`src/include/rsp_pkg.sv`:
```
// constants for the reference select and pll divider configuration block
package rsp_pkg;
   // register offsets
   localparam logic [7:0] OFS_XTAL_DRIVE = 8'h06;
   localparam logic [7:0] OFS_XTAL_LOAD = 8'h07;
   localparam logic [7:0] OFS_REF_SEL = 8'h34;
   localparam logic [7:0] OFS_PRESCALE0 = 8'h40;
   localparam logic [7:0] OFS_FB_INT_LO0 = 8'h44;
   localparam logic [7:0] OFS_FB_INT_HI0 = 8'h48;
   localparam logic [7:0] OFS_FB_ADJ0 = 8'h4c;
   localparam logic [7:0] OFS_SPREAD_EN = 8'h4e;
   localparam logic [7:0] OFS_BANK_MAP0 = 8'h50;
   localparam logic [7:0] OFS_STATUS = 8'h5f;
   localparam logic [7:0] OFS_SS_OFFSET0 = 8'h61;
   localparam logic [7:0] OFS_SS_OFFSET1 = 8'h69;
   // field positions
   localparam int PRIM_SEL_BIT = 0;
   localparam int SW_MODE_LSB = 1;
   // reset values
   localparam logic [7:0] RST_XTAL_DRIVE = 8'h03;
   localparam logic [7:0] RST_XTAL_LOAD = 8'h00;
   localparam logic [7:0] RST_REF_SEL = 8'h00;
   localparam logic [7:0] RST_PRESCALE = 8'h01;
   localparam logic [7:0] RST_FB_INT_LO = 8'h01;
   localparam logic [7:0] RST_ZERO = 8'h00;
   // 3.5 pF base expressed in 0.125 pF steps
   localparam logic [8:0] LOAD_BASE_STEPS = 9'h01c;
   // manual frequency control mode in which the select pin is ignored
   localparam logic [1:0] MFC_NO_PIN = 2'h2;
endpackage : rsp_pkg

```
`src/hdl/rsp_ref_select.sv`:
```
// reference selection, pre-scalers, feedback settings and output bank dividers
`timescale 1ns/100ps
// How it works
// - primary-select bit 0 picks crystal/reference input, 1 picks auxiliary clock input
// - the non-primary input serves as secondary backup reference
// - select pin low routes primary to the plls, high routes secondary
// - select pin is ignored in manual frequency control mode 2
// - load capacitance is 3.5 pF plus code times 0.125 pF
// - each pll pre-scaler divides the selected reference by 1 to 255
// - pre-scaler zero powers down that pll and its output banks
// - pll0/1 feedback is 2N plus adjust plus one, adjust 0000 counts -1
// - with spread enabled pll0/1 feedback gains offset/64 fraction
// - pll2 feedback is its 12-bit integer only, no fraction
// - banks two to six divide by 2, bank one passes undivided
// - reprogramming dividers while running may glitch outputs
// - feedback integer zero drives the oscillator to minimum frequency
module rsp_ref_select
   import rsp_pkg::*;
(
   input wire logic ref_clk_i,
   input wire logic rst_n_i,
   input wire logic crystal_or_ref_in_i,
   input wire logic aux_clock_in_i,
   input wire logic general_input_five_i,
   input wire logic [1:0] manual_freq_control_i,
   input wire logic [5:0] bank_post_i,
   input wire logic reg_wr_i,
   input wire logic reg_rd_i,
   input wire logic [7:0] reg_addr_i,
   input wire logic [7:0] reg_wdata_i,
   output logic [7:0] reg_rdata_o,
   output logic ref_src_o,
   output logic [2:0] ref_div_pulse_o,
   output logic [2:0] pll_pd_o,
   output logic [2:0] vco_min_o,
   output logic [2:0][13:0] fb_int_o,
   output logic [1:0][5:0] fb_frac_o,
   output logic [8:0] load_cap_o,
   output logic [1:0] crystal_drive_strength_o,
   output logic [5:0] bank_out_o
);
   typedef struct packed {
      logic [1:0] ref_s1;
      logic [1:0] ref_s2;
      logic sel_s1;
      logic sel_s2;
      logic [1:0] mfc_s1;
      logic [1:0] mfc_s2;
      logic [5:0] bank_s1;
      logic [5:0] bank_s2;
      logic [5:0] bank_prev;
      logic ref_prev;
      logic ref_src;
      logic [7:0] crystal_drive_cfg;
      logic [7:0] xcap;
      logic [7:0] rsel;
      logic [1:0][7:0] ssoff;
      logic [2:0][7:0] pre;
      logic [2:0][7:0] nlo;
      logic [2:0][7:0] nhi;
      logic [1:0][7:0] adj;
      logic [7:0] ssen;
      logic [1:0][7:0] bmap;
      logic [2:0][7:0] cnt;
      logic [2:0] pulse;
      logic [2:0][13:0] fb_int;
      logic [1:0][5:0] fb_frac;
      logic [8:0] load_cap;
      logic [5:0] bank_q;
      logic [7:0] rdata;
   } rsp_state_type;

   rsp_state_type state_r;
   rsp_state_type state_nxt;
   logic pin_eff;
   logic prim_val;
   logic sec_val;
   logic ref_edge;
   logic [2:0] pd;
   logic [1:0] bsrc;

   assign pd = {state_r.pre[2] == 8'h00, state_r.pre[1] == 8'h00, state_r.pre[0] == 8'h00};
   // pin ignored in mfc mode 2
   assign pin_eff = state_r.sel_s2 && (state_r.mfc_s2 != MFC_NO_PIN);
   assign prim_val = state_r.rsel[PRIM_SEL_BIT] ? state_r.ref_s2[1] : state_r.ref_s2[0];
   // the other input is the secondary
   assign sec_val = state_r.rsel[PRIM_SEL_BIT] ? state_r.ref_s2[0] : state_r.ref_s2[1];

   always_comb begin
      logic sel_val;
      logic [8:0] cnt_inc;
      logic [13:0] adj_term;
      sel_val = 1'b0;
      cnt_inc = 9'h000;
      adj_term = 14'h0000;
      bsrc = 2'h0;
      state_nxt = state_r;
      state_nxt.ref_s1 = {aux_clock_in_i, crystal_or_ref_in_i};
      state_nxt.ref_s2 = state_r.ref_s1;
      state_nxt.sel_s1 = general_input_five_i;
      state_nxt.sel_s2 = state_r.sel_s1;
      state_nxt.mfc_s1 = manual_freq_control_i;
      state_nxt.mfc_s2 = state_r.mfc_s1;
      state_nxt.bank_s1 = bank_post_i;
      state_nxt.bank_s2 = state_r.bank_s1;
      state_nxt.bank_prev = state_r.bank_s2;
      // pin low gives primary, high gives secondary
      sel_val = pin_eff ? sec_val : prim_val;
      state_nxt.ref_src = pin_eff ^ state_r.rsel[PRIM_SEL_BIT];
      // a source switch may look like an edge; tolerated like any reprogramming glitch
      state_nxt.ref_prev = sel_val;
      ref_edge = sel_val && !state_r.ref_prev;
      for (int k = 0; k < 3; k++) begin
         // divide selected reference by pre-scaler value
         state_nxt.pulse[k] = 1'b0;
         cnt_inc = {1'b0, state_r.cnt[k]} + 9'h001;
         if (pd[k]) begin
            // zero pre-scaler stops the divided reference
            state_nxt.cnt[k] = 8'h00;
         end else if (ref_edge) begin
            // new divisor is compared against the running count from the next reference edge
            if (cnt_inc >= {1'b0, state_r.pre[k]}) begin
               state_nxt.cnt[k] = 8'h00;
               state_nxt.pulse[k] = 1'b1;
            end else begin
               state_nxt.cnt[k] = cnt_inc[7:0];
            end
         end
      end
      for (int k = 0; k < 2; k++) begin
         // adjust 0000 means -1, which cancels the +1
         adj_term = (state_r.adj[k][3:0] == 4'h0) ? 14'h0000 : {10'h000, state_r.adj[k][3:0]} + 14'h0001;
         state_nxt.fb_int[k] = {1'b0, state_r.nhi[k][3:0], state_r.nlo[k], 1'b0} + adj_term;
         // spread offset becomes the fraction in 1/64 steps
         state_nxt.fb_frac[k] = state_r.ssen[k] ? state_r.ssoff[k][5:0] : 6'h00;
      end
      // pll2 uses the integer field only
      state_nxt.fb_int[2] = {2'h0, state_r.nhi[2][3:0], state_r.nlo[2]};
      // load in 0.125 pF steps above the 3.5 pF base
      state_nxt.load_cap = LOAD_BASE_STEPS + {1'b0, state_r.xcap};
      for (int b = 0; b < 6; b++) begin
         bsrc = state_r.bmap[b / 4][(b % 4) * 2 +: 2];
         if (bsrc == 2'h3) begin
            bsrc = 2'h2;
         end
         if (pd[bsrc]) begin
            // banks of a powered-down pll stay low
            state_nxt.bank_q[b] = 1'b0;
         end else if (b == 0) begin
            // bank one has no post division
            state_nxt.bank_q[b] = state_r.bank_s2[b];
         end else if (state_r.bank_s2[b] && !state_r.bank_prev[b]) begin
            // fixed divide by 2 on banks two to six
            state_nxt.bank_q[b] = !state_r.bank_q[b];
         end
      end
      // writes land immediately with no glitch-free handover
      if (reg_wr_i) begin
         case (reg_addr_i)
            OFS_XTAL_DRIVE: state_nxt.crystal_drive_cfg = reg_wdata_i;
            OFS_XTAL_LOAD: state_nxt.xcap = reg_wdata_i;
            OFS_REF_SEL: state_nxt.rsel = reg_wdata_i;
            OFS_PRESCALE0: state_nxt.pre[0] = reg_wdata_i;
            OFS_PRESCALE0 + 8'h01: state_nxt.pre[1] = reg_wdata_i;
            OFS_PRESCALE0 + 8'h02: state_nxt.pre[2] = reg_wdata_i;
            OFS_FB_INT_LO0: state_nxt.nlo[0] = reg_wdata_i;
            OFS_FB_INT_LO0 + 8'h01: state_nxt.nlo[1] = reg_wdata_i;
            OFS_FB_INT_LO0 + 8'h02: state_nxt.nlo[2] = reg_wdata_i;
            OFS_FB_INT_HI0: state_nxt.nhi[0] = {4'h0, reg_wdata_i[3:0]};
            OFS_FB_INT_HI0 + 8'h01: state_nxt.nhi[1] = {4'h0, reg_wdata_i[3:0]};
            OFS_FB_INT_HI0 + 8'h02: state_nxt.nhi[2] = {4'h0, reg_wdata_i[3:0]};
            OFS_FB_ADJ0: state_nxt.adj[0] = {4'h0, reg_wdata_i[3:0]};
            OFS_FB_ADJ0 + 8'h01: state_nxt.adj[1] = {4'h0, reg_wdata_i[3:0]};
            OFS_SPREAD_EN: state_nxt.ssen = {6'h00, reg_wdata_i[1:0]};
            OFS_BANK_MAP0: state_nxt.bmap[0] = reg_wdata_i;
            OFS_BANK_MAP0 + 8'h01: state_nxt.bmap[1] = {4'h0, reg_wdata_i[3:0]};
            OFS_SS_OFFSET0: state_nxt.ssoff[0] = {2'h0, reg_wdata_i[5:0]};
            OFS_SS_OFFSET1: state_nxt.ssoff[1] = {2'h0, reg_wdata_i[5:0]};
            default: ;
         endcase
      end
      state_nxt.rdata = 8'h00;
      if (reg_rd_i) begin
         case (reg_addr_i)
            OFS_XTAL_DRIVE: state_nxt.rdata = state_r.crystal_drive_cfg;
            OFS_XTAL_LOAD: state_nxt.rdata = state_r.xcap;
            OFS_REF_SEL: state_nxt.rdata = state_r.rsel;
            OFS_PRESCALE0: state_nxt.rdata = state_r.pre[0];
            OFS_PRESCALE0 + 8'h01: state_nxt.rdata = state_r.pre[1];
            OFS_PRESCALE0 + 8'h02: state_nxt.rdata = state_r.pre[2];
            OFS_FB_INT_LO0: state_nxt.rdata = state_r.nlo[0];
            OFS_FB_INT_LO0 + 8'h01: state_nxt.rdata = state_r.nlo[1];
            OFS_FB_INT_LO0 + 8'h02: state_nxt.rdata = state_r.nlo[2];
            OFS_FB_INT_HI0: state_nxt.rdata = state_r.nhi[0];
            OFS_FB_INT_HI0 + 8'h01: state_nxt.rdata = state_r.nhi[1];
            OFS_FB_INT_HI0 + 8'h02: state_nxt.rdata = state_r.nhi[2];
            OFS_FB_ADJ0: state_nxt.rdata = state_r.adj[0];
            OFS_FB_ADJ0 + 8'h01: state_nxt.rdata = state_r.adj[1];
            OFS_SPREAD_EN: state_nxt.rdata = state_r.ssen;
            OFS_BANK_MAP0: state_nxt.rdata = state_r.bmap[0];
            OFS_BANK_MAP0 + 8'h01: state_nxt.rdata = state_r.bmap[1];
            OFS_STATUS: state_nxt.rdata = {1'b0, vco_min_o, pd, state_r.ref_src};
            OFS_SS_OFFSET0: state_nxt.rdata = state_r.ssoff[0];
            OFS_SS_OFFSET1: state_nxt.rdata = state_r.ssoff[1];
            default: state_nxt.rdata = 8'h00;
         endcase
      end
   end

   always_ff @(posedge ref_clk_i or negedge rst_n_i) begin
      if (!rst_n_i) begin
         state_r <= '0;
         state_r.crystal_drive_cfg <= RST_XTAL_DRIVE;
         state_r.xcap <= RST_XTAL_LOAD;
         state_r.rsel <= RST_REF_SEL;
         state_r.pre <= {RST_PRESCALE, RST_PRESCALE, RST_PRESCALE};
         state_r.nlo <= {RST_FB_INT_LO, RST_FB_INT_LO, RST_FB_INT_LO};
         state_r.adj <= {RST_ZERO, RST_ZERO};
         state_r.load_cap <= LOAD_BASE_STEPS;
         // feedback outputs start from the reset settings, so nothing reads a bogus zero divisor
         state_r.fb_int <= {{6'h00, RST_FB_INT_LO}, {5'h00, RST_FB_INT_LO, 1'b0}, {5'h00, RST_FB_INT_LO, 1'b0}};
      end else begin
         state_r <= state_nxt;
      end
   end

   // integer field zero flags minimum oscillator frequency
   assign vco_min_o = {state_r.nhi[2][3:0] == 4'h0 && state_r.nlo[2] == 8'h00,
                       state_r.nhi[1][3:0] == 4'h0 && state_r.nlo[1] == 8'h00,
                       state_r.nhi[0][3:0] == 4'h0 && state_r.nlo[0] == 8'h00};
   assign pll_pd_o = pd;
   assign reg_rdata_o = state_r.rdata;
   assign ref_src_o = state_r.ref_src;
   assign ref_div_pulse_o = state_r.pulse;
   assign fb_int_o = state_r.fb_int;
   assign fb_frac_o = state_r.fb_frac;
   assign load_cap_o = state_r.load_cap;
   assign crystal_drive_strength_o = state_r.crystal_drive_cfg[1:0];
   assign bank_out_o = state_r.bank_q;
endmodule : rsp_ref_select

```
`config.mk`:
```
export PLATFORM = sky130hd
export DESIGN_NAME = rsp_ref_select
export DESIGN_NICKNAME = d
export VERILOG_FILES = /design/src/include/rsp_pkg.sv /design/src/hdl/rsp_ref_select.sv
export SDC_FILE = /design/constraint.sdc
export NUM_CORES = 1
export LEC_CHECK = 0
export ABC_AREA = 1
export BUFFER_PORTS_ARGS = -buffer_cell sky130_fd_sc_hd__buf_4
export CAP_MARGIN = 0
export CORE_MARGIN = 2
export CORE_UTILIZATION = 47
export DETAILED_ROUTE_END_ITERATION = 10
export GPL_ROUTABILITY_DRIVEN = 0
export GPL_TIMING_DRIVEN = 0
export HOLD_SLACK_MARGIN = 0.08
export PLACE_DENSITY = 0.78
export SLEW_MARGIN = 0
export SYNTH_ARGS = -nofsm -noshare
export SYNTH_HDL_FRONTEND = slang
export SYNTH_SLANG_ARGS = --single-unit
```
`constraint.sdc`:
```
create_clock -name ref_clk_i -period 2.9 [get_ports ref_clk_i]
set_input_delay 0.58 -clock ref_clk_i [delete_from_list [all_inputs] [get_ports ref_clk_i]]
set_output_delay 0.58 -clock ref_clk_i [all_outputs]
set_load 0.005 [all_outputs]
```
==> impl_metrics.tcl <==
set metrics [dict create \
    first_global_vias 9969 \
    sequential_share_of_the_synthesized_area_pct 49.7 \
    power.switching_mw 2.09 \
    count_of_nets_left_with_antenna_violations_after_detail_routing 0 \
    r2r-end "fb_int_o[12]" \
    hold_end "state_nxt[265]" \
    relSlewSlack_pct 35.5 \
    placed_cells_incl_taps 1957 \
    floorplan.die.width_um 168 \
    final_cells 2006 \
    final.setup_skew_ps 12.0 \
    via_count 10500 \
    drive_gt1_share_pct 19.2 \
    grt_antenna_before_repair 0 \
    timing.critical_path.max_delay_family "simple AND/OR/NAND/NOR gates" \
    origin_of_the_critical_flop_to_flop_path "state_r[128]" \
    cts_root_buf "sky130_fd_sc_hd__clkbuf_16" \
    timing.hold.worst.class "in -> reg" \
    internal_power_mw 6.12 \
    die_height_um 168 \
    min_delay_path_depth 1 \
    timing_max_transition_violations_final 0 \
    synthDistinctLibCells 38 \
    number_of_buffers_created_by_cts 26 \
    maximum_number_of_pins_on_one_net_before_global_route_repair 125 \
    ys_async_sr_fraction_pct 100 \
    p_leak_nw 7.79 \
    multi_input_comb_area_um2 4890 \
    origin_of_the_worst_min_delay_path "bank_post_i[1]" \
    drt_first_pass_iters 6 \
    cpMostUsedCell "sky130_fd_sc_hd__nor2_1" \
    comb_power_share_pct 11.7 \
    rsz0062_at_grt "no" \
    diodes 0 \
    path_max_fanout 7 \
    setup_viol 0 \
    end_kind "output port" \
    grtUsageTotal_pct 22.6 \
    finalWirelength_um 31800 \
    detail_route.vias_per_cell 5.21 \
    fmax_mhz 384 \
    register_area_um2 6250 \
    final_cell_mix "sky130_fd_sc_hd__nand2_1, sky130_fd_sc_hd__dfrtp_1, sky130_fd_sc_hd__buf_4" \
    startpoint_type "flip-flop" \
    timing.final.crit_period_ps 2610 \
    port-buffer-count 116 \
    p_seq_share_pct 46.2 \
    total_power_mw 8.22 \
    crit_start "state_r[211]" \
    most_common_cell_after_layout_fill_and_taps_aside "sky130_fd_sc_hd__nand2_1" \
    grt_remaining_overflow 0 \
    share_clk_of_total_power_pct 42.1 \
    sw_frac_of_total_pct 25.5 \
    crit_path_max_incr_delay_ps 640 \
    placed_cell_area_um2 13900 \
    clk_latency_ps 530 \
    cts_tree "done" \
    setup-tns-final_ps 0 \
    fp.coreArea_um2 26100 \
    fin_worst_hold_slack_ps 154 \
    syn_inst 1503 \
    synth_ff_type "sky130_fd_sc_hd__dfrtp_1" \
    initial_utilization_pct 48.1 \
    status "finished, final reports clean" \
    reg2regPathDepth 12 \
    crit_buf_inv 1 \
    post_drt_wl_per_cell_um 15.9 \
    setup_slack_of_the_most_critical_reg_to_reg_path_ps 380 \
    place_hpwl_um 23100 \
    synth_area_per_cell_um2 8.37 \
    wire_length_of_the_first_global_routing_pass_um 50900 \
    ctsLongestPathBuffers 3 \
    ys_warn_count 0 \
    power-per-cell-area_nw_per_um2 554 \
    flow.area_growth_from_synthesis_pct 18.0 \
    detailedRoute.firstIterationViolations 1049 \
    power.ir.vdd_worst_v 0.000443 \
    tritoncts_num_sinks 249 \
    ctsHtreeMaxLevel 1 \
    post-route-drc-count 0 \
    cp_data_arrival_time_ps 2030 \
    finalHoldViolCount 0 \
    timing_worst_slew_pin_value_ps 967 \
    fp-row-count 59 \
    timing.final.crit_share_pct 89.9 \
    worst_setup_hold_path_clk_slew_ps 60 \
    drv_cap 0 \
    dieArea_um2 28100 \
    synth_enable_flop_cells 0 \
    num-fill-cells 2255 \
    number_of_gates_given_a_new_drive_strength_after_cts 0 \
    finished_layout_cell_area_um2 14800 \
    required_ps 2320 \
    timing.critical_path.slowest_stage_cell "sky130_fd_sc_hd__nor2_1" \
    path_type_of_the_worst_setup_path "reg -> out" \
    io_pins 120 \
    mappedNetlistArea_um2 12600 \
    layout.nets 1724 \
    synth.ff_latch_count 249 \
    crit_path_cell_trace "nor2_1, nand2_1, nor2_1, buf_4" \
]
-- worst register-to-register path: cells and delay by family (launching register included) --
family | cells | cell delay (ps)
DFF | 1 | 450
AOI/OAI and AO/OA | 2 | 450
xor gates and xnor gates | 1 | 140
buffers and inverters | 1 | 50
adders and majority gates | 2 | 520
and+or+nand+nor | 6 | 800
-- logic make-up after synthesis --
kind of cell	after synthesis	synth area share, %
other	1	0.0298
adder cells (fa/ha/maj)	42	4.30
AND/OR/NAND/NOR	692	23.7
flip-flops	249	49.7
AO/OA/AOI/OAI	180	7.54
XOR/XNOR	46	3.20
buffers and inverters	293	11.5
-- registers in the layout, summed over array words and instances (netlist names) --
signal,count
state_r,139
ref_div_pulse_o,3
crystal_drive_strength_o,2
fb_int_o,40
ref_src_o,1
fb_frac_o,12
load_cap_o,9
state_nxt,29
bank_out_o,6
reg_rdata_o,8
-- cells in the mapped netlist (2+ instances only) --
library cell,n,share of area [%]
sky130_fd_sc_hd__fa_1,2,0.32
sky130_fd_sc_hd__nor3_1,6,0.24
sky130_fd_sc_hd__o22ai_1,2,0.099
sky130_fd_sc_hd__and2_1,2,0.099
sky130_fd_sc_hd__dfstp_2,14,2.9
sky130_fd_sc_hd__o21a_1,11,0.66
sky130_fd_sc_hd__buf_2,14,0.56
sky130_fd_sc_hd__dfrtp_1,235,47
sky130_fd_sc_hd__o21ai_1,35,1.4
sky130_fd_sc_hd__nand4_1,20,0.99
sky130_fd_sc_hd__nand2_2,14,0.70
sky130_fd_sc_hd__ha_1,40,4.0
sky130_fd_sc_hd__nor2_4,5,0.45
sky130_fd_sc_hd__and3_1,2,0.099
sky130_fd_sc_hd__nor4_1,2,0.099
sky130_fd_sc_hd__buf_6,2,0.18
sky130_fd_sc_hd__a21oi_1,25,0.99
sky130_fd_sc_hd__nand2_1,372,11
sky130_fd_sc_hd__nor2_2,6,0.30
sky130_fd_sc_hd__clkbuf_1,11,0.33
sky130_fd_sc_hd__inv_2,11,0.33
sky130_fd_sc_hd__nand3b_1,3,0.18
sky130_fd_sc_hd__a31oi_1,4,0.20
sky130_fd_sc_hd__buf_4,84,5.0
sky130_fd_sc_hd__o21ai_0,98,3.9
sky130_fd_sc_hd__nand3_1,111,4.4
sky130_fd_sc_hd__xor2_1,39,2.7
sky130_fd_sc_hd__inv_1,171,5.1
sky130_fd_sc_hd__nand3_2,8,0.64
sky130_fd_sc_hd__o211ai_1,3,0.18
sky130_fd_sc_hd__xnor2_1,7,0.49
sky130_fd_sc_hd__nor2_1,138,4.1
-- power groups by stage --
stage / clock network [mW] / registers [mW] / logic, mW
3_3_place_gp: 0 / 3.85 / 0.929
2_1_floorplan: 0 / 3.80 / 0.535
4_1_cts: 3.50 / 3.79 / 0.971
5_1_grt: 3.67 / 3.81 / 1.07
3_5_place_dp: 0 / 3.85 / 0.962
6_report: 3.46 / 3.80 / 0.963
-- worst max-delay path by stage --
stage | to | depth (start not counted)
2_1_floorplan | fb_int_o[12] | 12
3_3_place_gp | fb_int_o[0] | 1
3_5_place_dp | fb_int_o[12] | 12
4_1_cts | pll_pd_o[2] | 4
5_1_grt | pll_pd_o[2] | 4
6_report | pll_pd_o[2] | 4
-- area by class of cell --
cell class | count | area share [%]
clock buffers | 36 | 5.05
inverters | 182 | 4.60
clock inverters | 12 | 0.995
multi-input cells | 962 | 32.9
repair buffers | 119 | 6.36
well taps | 335 | 2.82
flip-flops and latches | 249 | 42.1
plain buffers | 111 | 5.15
-- per-stage QoR --
step	worst slack, ps	util [%]
floorplan	792	-
global placement	-601	53.1
detailed placement	390	53.3
CTS	334	56.8
global route	242	56.8
finish	293	56.8
-- per-layer routing --
layer  GRT usage (%)  routed length, um  vias to the layer above
met4            11.3               1730                        0
met1            29.1              12600                     4838
li1                -                  -                     4986
met3            3.38               2650                      121
met5               0                  0                        -
met2            37.4              14800                      515
-- timing repair --
action | CTS | global route
buffers inserted | 0 | 0
hold endpoints to repair | 12 | 0
hold buffers | 1 | 0
Note: power is estimated with default switching activity, not from simulation.
